### src/verilog/spi_ctrl_pkg.sv
// package for the synchronous serial port control block in spi mode
// assumes a 10 MHz system clock and an apb master reaching the registers
//
// Behaviour
// - low four bits of control register select port operating mode
// - mode 0101: slave on serial clock pin, slave select ignored
// - mode 0100: slave on serial clock pin, slave select gates it
// - mode 0011: master, serial clock is second timer output halved
// - mode 0010: master, serial clock is system clock over sixty-four
// - clock polarity bit sets serial clock idle level, 1 high
package spi_ctrl_pkg;
  // ---------------------------------------------------------------
  // register map, byte addresses
  // ---------------------------------------------------------------
  localparam logic [11:0] ADDR_CTRL = 12'h000;
  localparam logic [11:0] ADDR_DATA = 12'h004;
  localparam logic [11:0] ADDR_STAT = 12'h008;
  localparam logic [11:0] ADDR_IEN = 12'h00c;
  localparam logic [11:0] ADDR_ICLR = 12'h010;
  // ---------------------------------------------------------------
  // control register fields
  // ---------------------------------------------------------------
  localparam int BIT_COLL = 7;
  localparam int BIT_OVF = 6;
  localparam int BIT_EN = 5;
  localparam int BIT_CKP = 4;
  localparam logic [7:0] CTRL_RESET = 8'h00;
  localparam logic [7:0] CTRL_WMASK = 8'h3f;
  // ---------------------------------------------------------------
  // mode codes
  // ---------------------------------------------------------------
  localparam logic [3:0] MODE_SLV_NOSS = 4'h5;
  localparam logic [3:0] MODE_SLV_SS = 4'h4;
  localparam logic [3:0] MODE_MST_TMR = 4'h3;
  localparam logic [3:0] MODE_MST_DIV = 4'h2;
  // ---------------------------------------------------------------
  // timing: half serial period in system clocks for the /64 mode
  // ---------------------------------------------------------------
  localparam int FOSC_DIV = 64;
  localparam logic [4:0] HALF_DIV_LAST = 5'(FOSC_DIV / 2 - 1);
  // interrupt status bits
  localparam int IRQ_COLL = 0;
  localparam int IRQ_OVF = 1;
  localparam int IRQ_DONE = 2;
  localparam int IRQ_W = 3;
  typedef enum logic [2:0] {
    ST_IDLE = 3'b001,
    ST_SHIFT = 3'b010,
    ST_DONE = 3'b100
  } shift_state_t;
endpackage : spi_ctrl_pkg

### src/verilog/spi_clock_gen.sv
// serial clock tick generator for master modes
// assumes the second timer output arrives as a one-cycle pulse
`timescale 1ns/100ps
`default_nettype none
module spi_clock_gen (
  input wire logic clk_sys,
  input wire logic resetn,
  input wire logic clkEn,
  input wire logic run,
  input wire logic useTimer,
  input wire logic timerPulse,
  output logic halfTick
);
  logic [4:0] divCnt_reg, divCnt_next;
  // ---------------------------------------------------------------
  // tick every half serial period
  // ---------------------------------------------------------------
  always_comb begin
    divCnt_next = divCnt_reg;
    halfTick = 1'b0;
    if (!run) begin
      divCnt_next = 5'h00;
    end else if (useTimer) begin
      // two timer pulses per serial period give output/2
      halfTick = timerPulse;
    end else if (divCnt_reg == spi_ctrl_pkg::HALF_DIV_LAST) begin
      divCnt_next = 5'h00;
      halfTick = 1'b1;
    end else begin
      divCnt_next = divCnt_reg + 5'h01;
    end
  end
  always_ff @(posedge clk_sys or negedge resetn) begin
    if (!resetn) begin
      divCnt_reg <= 5'h00;
    end else if (clkEn) begin
      divCnt_reg <= divCnt_next;
    end
  end
endmodule : spi_clock_gen
`default_nettype wire

### src/verilog/sync_serial_spi_control.sv
// control, mode selection and shifter of the synchronous serial port
// assumes apb master on clk_sys; serial pins synchronous to clk_sys
`timescale 1ns/100ps
`default_nettype none
module sync_serial_spi_control (
  input wire logic clk_sys,
  input wire logic resetn,
  input wire logic clkEn,
  input wire logic psel,
  input wire logic penable,
  input wire logic pwrite,
  input wire logic [11:0] paddr,
  input wire logic [31:0] pwdata,
  output logic [31:0] prdata,
  output logic pready,
  output logic pslverr,
  input wire logic timerPulse,
  input wire logic sckIn,
  input wire logic sdi,
  input wire logic slaveSelN,
  output logic sckOut,
  output logic sdo,
  output logic portEnable,
  output logic irq
);
  localparam int IW = spi_ctrl_pkg::IRQ_W;
  logic [7:0] ctrl_reg, ctrl_next;
  logic [7:0] rxBuf_reg, rxBuf_next;
  logic [7:0] shift_reg, shift_next;
  logic [2:0] bitCnt_reg, bitCnt_next;
  logic bufFull_reg, bufFull_next;
  logic sckOut_reg, sckOut_next;
  logic sdo_reg, sdo_next;
  logic sckInOld_reg, sckInOld_next;
  logic [IW-1:0] stat_reg, stat_next, ien_reg, ien_next;
  logic [31:0] prdata_reg, prdata_next;
  logic irq_reg, irq_next;
  logic pready_reg, pready_next, pslverr_reg, pslverr_next;
  spi_ctrl_pkg::shift_state_t st_reg, st_next;
  logic halfTick, isMaster, isSlave, ssGate, access, wrData, rdData;
  logic sckEdge, sampleEdge, shiftEdge;
  logic [3:0] mode;
  assign mode = ctrl_reg[3:0];
  assign isMaster = ctrl_reg[spi_ctrl_pkg::BIT_EN] &&
    (mode == spi_ctrl_pkg::MODE_MST_TMR || mode == spi_ctrl_pkg::MODE_MST_DIV);
  assign isSlave = ctrl_reg[spi_ctrl_pkg::BIT_EN] &&
    (mode == spi_ctrl_pkg::MODE_SLV_NOSS || mode == spi_ctrl_pkg::MODE_SLV_SS);
  // slave select only matters in the gated slave mode
  assign ssGate = (mode == spi_ctrl_pkg::MODE_SLV_SS) ? !slaveSelN : 1'b1;
  assign access = psel && penable && !pready_reg;
  assign wrData = access && pwrite && paddr == spi_ctrl_pkg::ADDR_DATA;
  assign rdData = access && !pwrite && paddr == spi_ctrl_pkg::ADDR_DATA;
  spi_clock_gen u_clk (
    .clk_sys(clk_sys),
    .resetn(resetn),
    .clkEn(clkEn),
    .run(isMaster && st_reg == spi_ctrl_pkg::ST_SHIFT),
    .useTimer(mode == spi_ctrl_pkg::MODE_MST_TMR),
    .timerPulse(timerPulse),
    .halfTick(halfTick)
  );
  // ---------------------------------------------------------------
  // serial clock edges: leading edge samples, trailing edge shifts
  // ---------------------------------------------------------------
  always_comb begin
    sckEdge = isMaster ? halfTick : (isSlave && ssGate && sckIn != sckInOld_reg);
    // leading edge leaves the idle level
    if (isMaster)
      sampleEdge = halfTick && sckOut_reg == ctrl_reg[spi_ctrl_pkg::BIT_CKP];
    else
      sampleEdge = sckEdge && sckInOld_reg == ctrl_reg[spi_ctrl_pkg::BIT_CKP];
    shiftEdge = sckEdge && !sampleEdge;
  end
  // ---------------------------------------------------------------
  // shifter, buffer and status
  // ---------------------------------------------------------------
  always_comb begin
    st_next = st_reg;
    shift_next = shift_reg;
    bitCnt_next = bitCnt_reg;
    rxBuf_next = rxBuf_reg;
    bufFull_next = bufFull_reg && !rdData;
    sckOut_next = sckOut_reg;
    sdo_next = sdo_reg;
    sckInOld_next = sckIn;
    stat_next = stat_reg;
    ctrl_next = ctrl_reg;
    if (!ctrl_reg[spi_ctrl_pkg::BIT_EN] || st_reg == spi_ctrl_pkg::ST_IDLE)
      sckOut_next = ctrl_reg[spi_ctrl_pkg::BIT_CKP];
    // software writes first so hardware sets win
    if (access && pwrite && paddr == spi_ctrl_pkg::ADDR_CTRL)
      ctrl_next = pwdata[7:0] & (ctrl_reg | spi_ctrl_pkg::CTRL_WMASK);
    if (access && pwrite && paddr == spi_ctrl_pkg::ADDR_ICLR)
      stat_next = stat_reg & ~pwdata[IW-1:0];
    case (st_reg)
      spi_ctrl_pkg::ST_IDLE: begin
        if (wrData && ctrl_reg[spi_ctrl_pkg::BIT_EN]) begin
          shift_next = pwdata[7:0];
          sdo_next = pwdata[7];
          bitCnt_next = 3'h0;
          st_next = spi_ctrl_pkg::ST_SHIFT;
        end
        // the edge that wakes an idle slave may already be a sampling edge
        if (isSlave && ssGate && sckEdge) begin
          st_next = spi_ctrl_pkg::ST_SHIFT;
          sdo_next = shift_reg[7];
          bitCnt_next = 3'h0;
          if (sampleEdge) begin
            shift_next = {shift_reg[6:0], sdi};
            bitCnt_next = 3'h1;
          end
        end
      end
      spi_ctrl_pkg::ST_SHIFT: begin
        if (wrData) begin
          ctrl_next[spi_ctrl_pkg::BIT_COLL] = 1'b1;
          stat_next[spi_ctrl_pkg::IRQ_COLL] = 1'b1;
        end
        if (isMaster && halfTick)
          sckOut_next = !sckOut_reg;
        if (sampleEdge) begin
          shift_next = {shift_reg[6:0], sdi};
          bitCnt_next = bitCnt_reg + 3'h1;
          if (bitCnt_reg == 3'h7)
            st_next = spi_ctrl_pkg::ST_DONE;
        end else if (shiftEdge) begin
          sdo_next = shift_reg[7];
        end
        if (!ctrl_reg[spi_ctrl_pkg::BIT_EN])
          st_next = spi_ctrl_pkg::ST_IDLE;
      end
      spi_ctrl_pkg::ST_DONE: begin
        // a full buffer in slave mode loses the new byte
        if (bufFull_reg && !rdData && isSlave) begin
          ctrl_next[spi_ctrl_pkg::BIT_OVF] = 1'b1;
          stat_next[spi_ctrl_pkg::IRQ_OVF] = 1'b1;
        end else begin
          rxBuf_next = shift_reg;
          bufFull_next = 1'b1;
        end
        stat_next[spi_ctrl_pkg::IRQ_DONE] = 1'b1;
        st_next = spi_ctrl_pkg::ST_IDLE;
      end
      default: st_next = spi_ctrl_pkg::ST_IDLE;
    endcase
  end
  // ---------------------------------------------------------------
  // apb slave: one wait state, unmapped addresses error
  // ---------------------------------------------------------------
  always_comb begin
    prdata_next = 32'h0000_0000;
    pslverr_next = 1'b0;
    pready_next = psel && penable && !pready_reg;
    ien_next = ien_reg;
    if (access) begin
      if (paddr == spi_ctrl_pkg::ADDR_CTRL) begin
        prdata_next = {24'h000000, ctrl_reg};
      end else if (paddr == spi_ctrl_pkg::ADDR_DATA) begin
        prdata_next = {24'h000000, rxBuf_reg};
      end else if (paddr == spi_ctrl_pkg::ADDR_STAT) begin
        prdata_next = {{(32-IW){1'b0}}, stat_reg};
      end else if (paddr == spi_ctrl_pkg::ADDR_IEN) begin
        prdata_next = {{(32-IW){1'b0}}, ien_reg};
        if (pwrite)
          ien_next = pwdata[IW-1:0];
      end else if (paddr == spi_ctrl_pkg::ADDR_ICLR) begin
        prdata_next = 32'h0000_0000;
      end else begin
        pslverr_next = 1'b1;
      end
    end
    irq_next = |(stat_next & ien_next);
  end
  always_ff @(posedge clk_sys or negedge resetn) begin
    if (!resetn) begin
      ctrl_reg <= spi_ctrl_pkg::CTRL_RESET;
      rxBuf_reg <= 8'h00;
      shift_reg <= 8'h00;
      bitCnt_reg <= 3'h0;
      bufFull_reg <= 1'b0;
      sckOut_reg <= 1'b0;
      sdo_reg <= 1'b0;
      sckInOld_reg <= 1'b0;
      stat_reg <= '0;
      ien_reg <= '0;
      prdata_reg <= 32'h0000_0000;
      irq_reg <= 1'b0;
      pready_reg <= 1'b0;
      pslverr_reg <= 1'b0;
      st_reg <= spi_ctrl_pkg::ST_IDLE;
    end else if (clkEn) begin
      ctrl_reg <= ctrl_next;
      rxBuf_reg <= rxBuf_next;
      shift_reg <= shift_next;
      bitCnt_reg <= bitCnt_next;
      bufFull_reg <= bufFull_next;
      sckOut_reg <= sckOut_next;
      sdo_reg <= sdo_next;
      sckInOld_reg <= sckInOld_next;
      stat_reg <= stat_next;
      ien_reg <= ien_next;
      prdata_reg <= prdata_next;
      irq_reg <= irq_next;
      pready_reg <= pready_next;
      pslverr_reg <= pslverr_next;
      st_reg <= st_next;
    end
  end
  // pin directions stay with software, only the enable is exported
  assign portEnable = ctrl_reg[spi_ctrl_pkg::BIT_EN];
  assign sckOut = sckOut_reg;
  assign sdo = sdo_reg;
  assign prdata = prdata_reg;
  assign pready = pready_reg;
  assign pslverr = pslverr_reg;
  assign irq = irq_reg;
  // ---------------------------------------------------------------
  // assertions
  // ---------------------------------------------------------------
  property p_mode_field;
    @(posedge clk_sys) disable iff (!resetn)
      (clkEn && access && pwrite && paddr == spi_ctrl_pkg::ADDR_CTRL) |=> mode == $past(pwdata[3:0]);
  endproperty
  a_mode_field: assert property (p_mode_field) else $error("mode field not written");
  property p_idle_level;
    @(posedge clk_sys) disable iff (!resetn)
      (st_reg == spi_ctrl_pkg::ST_IDLE && $stable(ctrl_reg) && $past(st_reg) == spi_ctrl_pkg::ST_IDLE)
        |-> sckOut == ctrl_reg[spi_ctrl_pkg::BIT_CKP];
  endproperty
  a_idle_level: assert property (p_idle_level) else $error("serial clock idle level wrong");
  property p_ss_gate;
    @(posedge clk_sys) disable iff (!resetn)
      (clkEn && mode == spi_ctrl_pkg::MODE_SLV_SS && slaveSelN && st_reg == spi_ctrl_pkg::ST_IDLE && !wrData)
        |=> st_reg == spi_ctrl_pkg::ST_IDLE;
  endproperty
  a_ss_gate: assert property (p_ss_gate) else $error("slave ran while deselected");
  property p_noss;
    @(posedge clk_sys) disable iff (!resetn)
      (clkEn && isSlave && mode == spi_ctrl_pkg::MODE_SLV_NOSS && st_reg == spi_ctrl_pkg::ST_IDLE && sckEdge)
        |=> st_reg == spi_ctrl_pkg::ST_SHIFT;
  endproperty
  a_noss: assert property (p_noss) else $error("slave without select did not start");
  property p_div;
    @(posedge clk_sys) disable iff (!resetn)
      (clkEn && mode == spi_ctrl_pkg::MODE_MST_DIV && halfTick) ##1 (clkEn && isMaster)[*8] |-> !halfTick;
  endproperty
  a_div: assert property (p_div) else $error("divided clock too fast");
  property p_tmr;
    @(posedge clk_sys) disable iff (!resetn)
      (isMaster && mode == spi_ctrl_pkg::MODE_MST_TMR && st_reg == spi_ctrl_pkg::ST_SHIFT) |-> halfTick == timerPulse;
  endproperty
  a_tmr: assert property (p_tmr) else $error("timer clock not followed");
  property p_coll;
    @(posedge clk_sys) disable iff (!resetn)
      (clkEn && wrData && st_reg == spi_ctrl_pkg::ST_SHIFT)
        |=> ctrl_reg[spi_ctrl_pkg::BIT_COLL] && stat_reg[spi_ctrl_pkg::IRQ_COLL];
  endproperty
  a_coll: assert property (p_coll) else $error("collision not flagged");
  property p_pready;
    @(posedge clk_sys) disable iff (!resetn)
      (clkEn && psel && penable && !pready) |=> pready;
  endproperty
  a_pready: assert property (p_pready) else $error("apb answer late");
  c_master: cover property (@(posedge clk_sys) disable iff (!resetn) isMaster && st_reg == spi_ctrl_pkg::ST_DONE);
  c_slave: cover property (@(posedge clk_sys) disable iff (!resetn) isSlave && st_reg == spi_ctrl_pkg::ST_DONE);
  c_ovf: cover property (@(posedge clk_sys) disable iff (!resetn) $rose(ctrl_reg[spi_ctrl_pkg::BIT_OVF]));
endmodule : sync_serial_spi_control
`default_nettype wire

### config.mk
export PLATFORM = sky130hd
export DESIGN_NAME = sync_serial_spi_control
export DESIGN_NICKNAME = d
export VERILOG_FILES = /design/src/verilog/spi_ctrl_pkg.sv /design/src/verilog/spi_clock_gen.sv /design/src/verilog/sync_serial_spi_control.sv
export SDC_FILE = /design/constraint.sdc
export NUM_CORES = 1
export LEC_CHECK = 0
export BUFFER_PORTS_ARGS = -buffer_cell sky130_fd_sc_hd__buf_2
export CORE_MARGIN = 4
export CORE_UTILIZATION = 55
export DETAILED_ROUTE_END_ITERATION = 10
export HOLD_SLACK_MARGIN = 0.02
export PLACE_DENSITY = 0.84
export REMOVE_ABC_BUFFERS = 1
export SKIP_LAST_GASP = 1
export SYNTH_ARGS = -nofsm -noshare
export SYNTH_HDL_FRONTEND = slang
export SYNTH_SLANG_ARGS = --single-unit
### constraint.sdc
create_clock -name clk_sys -period 5.9 [get_ports clk_sys]
set_clock_uncertainty 0.15 [all_clocks]
set_input_delay 0.295 -clock clk_sys [delete_from_list [all_inputs] [get_ports clk_sys]]
set_output_delay 0.295 -clock clk_sys [all_outputs]
set_load 0.03 [all_outputs]
==> impl_metrics.json, run 1 <==
{
  "synth_edf_count": 0,
  "power_leakage_uw": 0.00162,
  "wl_per_cell_um": 16.4,
  "p_sw_share_pct": 33.2,
  "holdWs_ns": 0.0436,
  "cts_buffer_depth": 2,
  "cts_tree": "built",
  "die_h_um": 83.9,
  "nNetsFinal": 400,
  "overflow": 0,
  "grt_util_all_layers_pct": 20.3,
  "vias_per_cell": 6.03,
  "yosysSeqAreaShare_pct": 44.2,
  "grt_max_degree": 57,
  "synth_area_mm2": 0.00317,
  "cap_violations": 0,
  "ant_nets": 0,
  "rsz0062_at_grt": "no",
  "maxSlewViolCount": 0,
  "vdd_drop_max_mv": 0.232,
  "fp-row-count": 27,
  "worstSetupStartpointType": "flop",
  "drcViolationCount": 0,
  "fin_util_pct": 62.0,
  "pwr-share-comb_pct": 25.2,
  "yosysWarnings": 0,
  "clkPwrFrac_pct": 23.2,
  "status": "complete, no violations",
  "rrSetupSlack_ns": 3.19,
  "chipWidth_um": 83.9,
  "slew_headroom_pct": 53.0,
  "layout_setup_ws_ns": 3.19,
  "clkTransAtPathRegs_ns": 0.10,
  "worstHoldPathType": "primary input to flop",
  "post_cts_buffers": 0,
  "critPathKind": "flop to flop",
  "synth_ff_type": "dfrtp_1",
  "p_sw_uw": 298,
  "io_buffers": 43,
  "finalSetupTns_ns": 0,
  "clk_latency_ns": 0.32,
  "setup_viol": 0,
  "crit_arrival_ns": 2.79,
  "ys_seq_elements": 56,
  "seq_power_share_pct": 51.6,
  "gp_congestion": 0.831,
  "die-area_mm2": 0.00704,
  "pre_cts_ws_ns": 3.21,
  "wl_um": 6820,
  "grt_pass1_vias": 2364,
  "synth_area_leaders": "dfrtp_1 43%, buf_4 5.7%, mux2_2 4.3%",
  "boundaryPins": 92,
  "drtPass1Iterations": 4,
  "htreeDepth": 2,
  "syn-mean-instance-area_um2": 10.4,
  "grt_antenna_before_repair": 0,
  "required_ns": 5.98,
  "postSynthCellCount": 304,
  "grt_pass1_wl_um": 11600,
  "synth_top_area_share_pct": 43.4,
  "layout-drive-gt1-share_pct": 23.6,
  "cp_max_fo": 14,
  "yosysTopAreaCell": "dfrtp_1",
  "p_int_uw": 601,
  "drt_iter0_drc": 202,
  "fmax_ghz": 0.369,
  "cts-root-buf": "clkbuf_8",
  "antenna_cells": 0,
  "dp_hpwl_um": 5000,
  "cts_sinks": 56,
  "synth_cell_types": 61,
  "period_needed_ns": 2.71,
  "cts_buffers": 5,
  "fill_cells": 476,
  "finalHoldViolCount": 0,
  "p_per_area_mw_per_mm2": 262,
  "async_reset_ff_share_pct": 100,
  "vias": 2503,
  "crit_path_end_kind": "flop",
  "area_delta_synth_final_pct": 8.37,
  "period_share_pct": 45.9,
  "core_area_mm2": 0.00554,
  "start_util_pct": 57.2,
  "tightestPinTransition_ns": 0.704
}
## worst max-delay path: stages, from the launching register on
cell	delay, ns
dfrtp_1	0.45
nor3b_4	0.51
nand3_2	0.29
o22a_2	0.33
o22ai_4	0.29
a21boi_4	0.37
a2bb2oi_1	0.23
## final cells by class
type                            instances  area, µm²  area share [%]
Clock inverter                          2       13.8           0.401
Tap cell                               72       90.1            2.62
Multi-Input combinational cell        226       1590            46.3
Sequential cell                        56       1400            40.8
Timing Repair Buffer                   46        240            6.99
Inverter                                7       26.3           0.765
Clock buffer                            6       72.6            2.11
## timing repair
| action | in CTS | in global routing |
|---|---|---|
| hold buffers | 1 | 0 |
| hold endpoints to repair | 55 | 0 |
| gates resized for setup | 0 | 0 |
## placed cells by master, fill, tap and decap left out, types with 3 or more instances in the layout
cell,instances
clkbuf_8,5
o2111ai_1,3
ha_1,4
mux2i_1,7
a22o_1,4
mux2_1,4
nand3_1,7
a21oi_1,10
dfrtp_1,55
nand2_1,30
nand4_1,3
nor2_1,11
inv_1,7
o21ai_0,15
a2bb2oi_1,9
conb_1,24
mux2_2,12
nand2b_1,3
and3_1,5
o2bb2ai_1,7
o22ai_1,10
a31oi_1,7
nand3_2,3
buf_2,43
o21ai_1,4
nor3b_1,3
o31ai_1,3
## worst paths after layout
path,start,to,depth (start not counted)
worst max-delay path,st_reg[2],shift_reg[1],6
worst min-delay path,pwdata[4],ctrl_reg[4],3
worst max register to register,st_reg[2],shift_reg[1],6
worst min register to register,prdata[6],prdata[6],1
max in group asynchronous,resetn,shift_reg[7],3
min in group asynchronous,resetn,u_clk.divCnt_reg[0],3
## logic make-up (layout without fill, tap and decap cells)
kind of cell	after synthesis	in the layout	synth area share (%)
other cells	1	24	0.118
fa+ha+maj	4	4	1.58
xor+xnor	3	3	0.829
simple gates	83	83	15.5
buf+inv	45	61	8.33
flops	56	56	44.2
mux	24	24	8.60
compound gates	88	88	20.8
## Yosys cell counts (2+ instances only)
| library cell | count |
|---|---|
| a21boi_0 | 2 |
| a21oi_1 | 10 |
| a22o_1 | 4 |
| a2bb2oi_1 | 9 |
| a31oi_1 | 7 |
| a32o_1 | 2 |
| a32oi_1 | 2 |
| and3_1 | 5 |
| buf_2 | 4 |
| buf_4 | 24 |
| clkbuf_1 | 10 |
| dfrtp_1 | 55 |
| ha_1 | 4 |
| inv_1 | 7 |
| mux2_1 | 4 |
| mux2_2 | 12 |
| mux2i_1 | 7 |
| nand2_1 | 30 |
| nand2b_1 | 3 |
| nand3_1 | 7 |
| nand3_2 | 3 |
| nand4_1 | 3 |
| nor2_1 | 11 |
| nor3_1 | 2 |
| nor3b_1 | 3 |
| o2111ai_1 | 3 |
| o21ai_0 | 15 |
| o21ai_1 | 4 |
| o22ai_1 | 10 |
| o2bb2ai_1 | 7 |
| o31ai_1 | 3 |
| or3b_1 | 2 |
| xor2_1 | 2 |
## per-layer routing
metal	routed length (µm)	track usage [%]	vias to the layer above
met3	387	3.36	12
met4	121	7.31	0
met2	3260	31.7	82
li1	-	-	1166
met5	0	0	-
met1	3050	28.5	1243
## power by group through the flow
stage               Sequential [µW]  Clock (µW)  Combinational, µW
floorplan                       471           0                153
global placement                468           0                219
detailed placement              470           0                225
CTS                             463         214                226
global route                    470         234                246
finish                          465         209                226
## through the flow
| stage | instances | total power [µW] | cell area (µm²) |
|---|---|---|---|
| final | 415 | 899 | 3440 |
| after detailed placement | 406 | 695 | 3340 |
| after global placement | 406 | 687 | 3340 |
| after CTS | 415 | 904 | 3440 |
| after floorplan | 289 | 624 | 3020 |
| after global routing | 415 | 951 | 3440 |
Note: power is estimated with default switching activity, not from simulation.
==> run 2: changes to the inputs <==
--- a/config.mk
+++ b/config.mk
@@ -5,12 +5,13 @@
 export SDC_FILE = /design/constraint.sdc
 export NUM_CORES = 1
 export LEC_CHECK = 0
+export ABC_AREA = 1
 export BUFFER_PORTS_ARGS = -buffer_cell sky130_fd_sc_hd__buf_2
 export CORE_MARGIN = 4
-export CORE_UTILIZATION = 55
+export CORE_UTILIZATION = 53
 export DETAILED_ROUTE_END_ITERATION = 10
 export HOLD_SLACK_MARGIN = 0.02
-export PLACE_DENSITY = 0.84
+export PLACE_DENSITY = 0.8
 export REMOVE_ABC_BUFFERS = 1
 export SKIP_LAST_GASP = 1
 export SYNTH_ARGS = -nofsm -noshare
==> constraint.sdc (replaced) <==
create_clock -name clk_sys -period 2.6 [get_ports clk_sys]
set_clock_uncertainty 0.15 [all_clocks]
set_input_delay 0.13 -clock clk_sys [delete_from_list [all_inputs] [get_ports clk_sys]]
set_output_delay 0.13 -clock clk_sys [all_outputs]
set_load 0.03 [all_outputs]
==> run 2 against run 1 <==
Power increased to 2.5 times the previous value. Synthesized area increased by 11%. Fmax up 24%. Largest cell class unchanged. Synthesized cell count is 55% higher. Worst hold slack gained 0.040 ns. Highest routed layer unchanged. Largest power group unchanged. Sequential share of layout area decreased by 5.1 points. Die area rose by 14%. Critical endpoint is now shift_reg[4].
==> impl_metrics.json, run 2 <==
{
  "cts_tree": "built",
  "ff_latch_area_mm2": 0.00140,
  "chipWidth_um": 89.4,
  "period_needed_ns": 2.18,
  "synth_ff_type": "dfrtp_1",
  "holdWs_ns": 0.0832,
  "synth_top_area_share_pct": 39.1,
  "grt_util_all_layers_pct": 21.6,
  "rsz0062_at_grt": "no",
  "vdd_drop_max_mv": 0.346,
  "min_to": "prdata[7]",
  "critPathKind": "flop to flop",
  "async_reset_ff_share_pct": 100,
  "wl_um": 7980,
  "grt_antenna_before_repair": 0,
  "critPathMostFrequentCell": "nand2_1",
  "grt_max_degree": 57,
  "worstHoldPathCells": 4,
  "cp.depth": 14,
  "cp_max_fo": 8,
  "tightestPinTransition_ns": 0.685,
  "layout_setup_ws_ns": 0.424,
  "ys_seq_elements": 56,
  "critPathMaxStageDelay_ns": 0.43,
  "clk_latency_ns": 0.31,
  "start_util_pct": 55.1,
  "cts_buffer_depth": 2,
  "drtPass1Iterations": 4,
  "fp-row-count": 29,
  "grt_pass1_wl_um": 13400,
  "area_delta_synth_final_pct": 11.7,
  "postSynthCellCount": 470,
  "regToRegStartpoint": "u_clk.divCnt_reg[0]",
  "crit_path_end_kind": "flop",
  "nNetsFinal": 584,
  "antenna_cells": 0,
  "post_cts_buffers": 0,
  "synth_common_cells": "140 x nand2_1, 55 x dfrtp_1, 54 x inv_1",
  "wl_per_cell_um": 13.2,
  "dp_hpwl_um": 5910,
  "maxSlewViolCount": 0,
  "cap_violations": 0,
  "synth_most_common_cell": "nand2_1",
  "cts_sinks": 56,
  "htreeDepth": 2,
  "vias_per_cell": 5.19,
  "clkTransAtPathRegs_ns": 0.10,
  "crit_arrival_ns": 2.24,
  "cts_resized": 0,
  "yosysWarnings": 0,
  "setup_viol": 0,
  "synth_area_mm2": 0.00352,
  "finalHoldViolCount": 0,
  "vias": 3135,
  "yosysSeqAreaShare_pct": 39.9,
  "rrSetupSlack_ns": 0.42,
  "critPathSlowestCell": "dfrtp_1",
  "period_share_pct": 83.7,
  "boundaryPins": 92,
  "die_h_um": 89.4,
  "final_common_cell": "nand2_1",
  "total_power_uw": 2270,
  "core_area_mm2": 0.00639,
  "crit_chain": "ha_1 -> nand2_1 -> nor2_1 -> ha_1 -> nand2_1 -> nand2_1 -> nand2_2 -> nand2_2 -> nand2_4 -> nand2_4 -> nor2_4 -> nand2_1 -> nand3_1 -> nand2_1",
  "syn-mean-instance-area_um2": 7.48,
  "most-common-layout-cells": "140 x nand2_1, 55 x dfrtp_1, 54 x inv_1",
  "io_buffers": 43,
  "cts_buffers": 5,
  "gp_congestion": 0.895,
  "cts-root-buf": "clkbuf_8",
  "die-area_mm2": 0.00800,
  "pre_cts_ws_ns": 0.443,
  "drcViolationCount": 0,
  "fmax_ghz": 0.459,
  "cp_num_buf_inv": 0,
  "yosysTopAreaCell": "dfrtp_1",
  "synth_cell_types": 45,
  "worst-r2r-cell-count": 14,
  "drt_iter0_drc": 248,
  "power_leakage_uw": 0.00215,
  "overflow": 0,
  "status": "complete, no violations",
  "layout-drive-gt1-share_pct": 17.6,
  "worstSetupStartpointType": "flop",
  "grt_pass1_vias": 2865,
  "hp-start": "paddr[0]",
  "p_per_area_mw_per_mm2": 579,
  "finalSetupTns_ns": 0,
  "worstHoldPathType": "primary input to flop",
  "synth_area_leaders": "dfrtp_1 39%, nand2_1 15%, inv_1 5.8%",
  "crit_family": "simple AND/OR/NAND/NOR gates",
  "required_ns": 2.66,
  "multi_input_area_mm2": 0.00175,
  "synth_edf_count": 0,
  "fill_cells": 583,
  "slew_headroom_pct": 54.3,
  "ant_nets": 0,
  "r2r_end": "shift_reg[4]"
}
run 2: per-stage QoR:
| step | util (%) | cells | area, µm² |
|---|---|---|---|
| after floorplan | - | 461 | 3380 |
| after global placement | 58.3 | 585 | 3720 |
| after detailed placement | 58.3 | 585 | 3720 |
| after CTS | 61.5 | 604 | 3930 |
| after global routing | 61.5 | 604 | 3930 |
| final | 61.5 | 604 | 3930 |
run 2: logic make-up (layout without fill, tap and decap cells):
| family | count (synthesis) | count (layout) | share of synthesized area [%] |
|---|---|---|---|
| AOI/OAI and AO/OA | 63 | 63 | 10.1 |
| xor gates and xnor gates | 4 | 4 | 0.997 |
| adders and majority gates | 4 | 4 | 1.42 |
| buffers and inverters | 92 | 126 | 12.7 |
| DFF | 56 | 56 | 39.9 |
| muxes | 1 | 1 | 0.320 |
| other | 1 | 24 | 0.107 |
| and+or+nand+nor | 249 | 249 | 34.5 |
run 2: timing repair:
item                                    4_1_cts  5_1_grt
hold buffers                                 11        0
endpoints found under the setup margin        0        0
hold endpoints to repair                     66        0
run 2: layout make-up:
cell class	instances	share of cell area (%)
Clock buffer	7	2.20
Inverter	60	5.80
Sequential cell	56	35.7
Multi-Input combinational cell	345	44.6
Tap cell	77	2.45
Clock inverter	1	0.191
Timing Repair Buffer	58	9.04
run 2: metal layers:
layer	global-route usage, %	share of wire, %
met4	7.98	1.9
met1	29.1	44
met5	0	0
met2	35.0	47
met3	3.41	6.3
run 2: tightest hold or removal path, delay by kind of cell:
| kind | cells | cell delay, ns |
|---|---|---|
| AO/OA/AOI/OAI | 1 | 0.10 |
| buffers and inverters | 1 | 0.08 |
| AND/OR/NAND/NOR | 2 | 0.19 |
run 2: how the worst max path moves through the flow:
stage	startpoint	endpoint
after floorplan	u_clk.divCnt_reg[0]	shift_reg[0]
after global placement	u_clk.divCnt_reg[0]	shift_reg[0]
after detailed placement	u_clk.divCnt_reg[0]	shift_reg[7]
after CTS	u_clk.divCnt_reg[0]	shift_reg[2]
after global routing	u_clk.divCnt_reg[0]	shift_reg[6]
final	u_clk.divCnt_reg[0]	shift_reg[4]
run 2: report_power, final:
group / internal (µW) / switching (µW) / leakage (µW) / total (µW)
Clock: 217 / 280 / 0.0000445 / 497
Combinational: 224 / 500 / 0.00137 / 723
Sequential: 979 / 75.0 / 0.000738 / 1050
==> run 3: changes to the inputs <==
--- a/config.mk
+++ b/config.mk
@@ -8,10 +8,10 @@
 export ABC_AREA = 1
 export BUFFER_PORTS_ARGS = -buffer_cell sky130_fd_sc_hd__buf_2
 export CORE_MARGIN = 4
-export CORE_UTILIZATION = 53
+export CORE_UTILIZATION = 48
 export DETAILED_ROUTE_END_ITERATION = 10
 export HOLD_SLACK_MARGIN = 0.02
-export PLACE_DENSITY = 0.8
+export PLACE_DENSITY = 0.77
 export REMOVE_ABC_BUFFERS = 1
 export SKIP_LAST_GASP = 1
 export SYNTH_ARGS = -nofsm -noshare
==> constraint.sdc (replaced) <==
create_clock -name clk_sys -period 1.75 [get_ports clk_sys]
set_clock_uncertainty 0.15 [all_clocks]
set_input_delay 0.0875 -clock clk_sys [delete_from_list [all_inputs] [get_ports clk_sys]]
set_output_delay 0.0875 -clock clk_sys [all_outputs]
set_load 0.03 [all_outputs]
==> run 3 against run 2 <==
The run now ends with setup timing left. Cell count is 12% higher. Critical endpoint is now shift_reg[3]. Via count grew 8.8%. Fmax is 7.5% higher. Power increased by 55%. Register-to-register slack got worse by 0.70 ns. Die area increased by 9.5%. Setup slack worse by 0.70 ns. Global-route usage fell by 0.29 points. Largest power group unchanged. Highest routed layer unchanged. Non-clock buffer count is 51 higher. Critical path depth stayed put. Routed wire length increased by 20%. Utilization is 3.5 points higher.
==> impl_metrics.json, run 3 (synthesized netlist as in run 2, its figures left out) <==
{
  "regToRegStartpoint": "u_clk.divCnt_reg[0]",
  "vias": 3411,
  "p_sw_uw": 1360,
  "period_share_pct": 116,
  "die_h_um": 93.6,
  "violations": "setup timing",
  "wl_per_cell_um": 14.2,
  "grt_pass1_vias": 3101,
  "power_leakage_uw": 0.00246,
  "rsz0062_at_grt": "yes",
  "r2r_end": "shift_reg[3]",
  "cts_buffer_depth": 2,
  "die-area_mm2": 0.00876,
  "overflow": 0,
  "ant_nets": 0,
  "layout-drive-gt1-share_pct": 29.1,
  "fmax_ghz": 0.494,
  "fp-row-count": 30,
  "slew_headroom_pct": 59.9,
  "grt_max_degree": 57,
  "maxSlewViolCount": 0,
  "crit_path_end_kind": "flop",
  "gp_congestion": 0.887,
  "area_delta_synth_final_pct": 28.5,
  "antenna_cells": 0,
  "clk_latency_ns": 0.32,
  "cts_tree": "built",
  "layout_setup_ws_ns": -0.275,
  "worstHoldPathType": "primary input to flop",
  "final_common_cell": "nand2_1",
  "p_int_uw": 2160,
  "cp_max_fo": 8,
  "worstHoldPathCells": 3,
  "setup_viol": 17,
  "vias_per_cell": 5.06,
  "dp_hpwl_um": 6500,
  "critPathKind": "flop to flop",
  "cap_violations": 0,
  "io_buffers": 43,
  "worstSetupStartpointType": "flop",
  "most-common-layout-cells": "131 x nand2_1, 55 x dfrtp_1, 53 x inv_1",
  "grt_antenna_before_repair": 0,
  "drtPass1Iterations": 5,
  "tightestPinTransition_ns": 0.597,
  "grt_util_all_layers_pct": 21.3,
  "grt_pass1_wl_um": 14700,
  "htreeDepth": 2,
  "fin_util_pct": 65.1,
  "cts_buffers": 5,
  "crit_arrival_ns": 2.09,
  "vdd_drop_max_mv": 0.596,
  "finalHoldViolCount": 0,
  "wl_um": 9560,
  "boundaryPins": 92,
  "p_sw_share_pct": 38.7,
  "worst-r2r-cell-count": 14,
  "chipWidth_um": 93.6,
  "clkPwrFrac_pct": 21.4,
  "status": "complete, but fails checks",
  "drt_iter0_drc": 249,
  "pre_cts_ws_ns": -0.320,
  "hp-start": "clkEn",
  "core_area_mm2": 0.00694,
  "cts-root-buf": "clkbuf_8",
  "fill_cells": 562,
  "pwr-share-comb_pct": 33.9,
  "drcViolationCount": 0,
  "min_to": "pready",
  "p_per_area_mw_per_mm2": 779,
  "cts_sinks": 56,
  "required_ns": 1.82,
  "period_needed_ns": 2.02,
  "clkTransAtPathRegs_ns": 0.11,
  "seq_power_share_pct": 44.7,
  "start_util_pct": 50.6,
  "finalSetupTns_ns": -3.88,
  "nNetsFinal": 635,
  "rrSetupSlack_ns": -0.27
}
[run 3: power by group through the flow]
stage / logic, µW / registers [µW] / clock network, µW
floorplan: 757 / 1600 / 0
finish: 1190 / 1570 / 753
global route: 1340 / 1590 / 823
detailed placement: 1100 / 1590 / 0
CTS: 1130 / 1570 / 763
global placement: 1070 / 1590 / 0
[run 3: worst max-delay path by stage]
stage,slack [ns],endpoint,startpoint
after floorplan,-0.19,shift_reg[0],u_clk.divCnt_reg[0]
after global placement,-0.27,shift_reg[0],u_clk.divCnt_reg[0]
after detailed placement,-0.32,shift_reg[2],u_clk.divCnt_reg[0]
after CTS,-0.24,shift_reg[5],u_clk.divCnt_reg[1]
after global routing,-0.43,shift_reg[7],u_clk.divCnt_reg[0]
final,-0.27,shift_reg[3],u_clk.divCnt_reg[0]
[run 3: final cells by class]
cell class	instances	area, µm²	share of cell area, %
clock buffers	5	68.8	1.52
clock inverters	3	22.5	0.498
inverters	60	230	5.10
multi-input cells	345	1870	41.5
flip-flops and latches	56	1400	31.0
well taps	96	120	2.66
repair buffers	109	801	17.7
[run 3: metal layers]
metal	vias to the layer above	share of wire, %	global-route usage, %
met3	21	6.6	3.70
met5	-	0	0
met4	0	1.9	5.42
met2	144	49	36.2
met1	1572	42	28.1
li1	1674	-	-
[run 3: timing repair]
action	in CTS	in global routing
setup buffers	13	14
gates resized for setup	9	36
hold buffers	12	0
pin swaps	17	25
setup endpoints to repair	18	31
endpoints found under the hold margin	69	0
cloned	0	1
[run 3: worst max-delay path: stages, from the launching register on]
cell and delay (ns):
dfrtp_1 0.41, ha_2 0.21, nand2_2 0.07, nor2_1 0.04
ha_2 0.18, nand2_2 0.09, nand2_4 0.07, nand2_4 0.08
nand2_4 0.05, nand2_4 0.09, nand2_4 0.08, nor2_4 0.19
nand2_1 0.08, nand3_1 0.08, nand2_1 0.05
[run 3: through the flow]
stage               hold slack, ns  instance area [µm²]  cells  total power [µW]
floorplan                   -0.358                 3380    461              2360
detailed placement         -0.0377                 3960    631              2690
CTS                         0.0273                 4270    661              3460
global placement           -0.0421                 3960    631              2660
finish                      0.0416                 4520    674              3520
global route                0.0349                 4520    674              3760
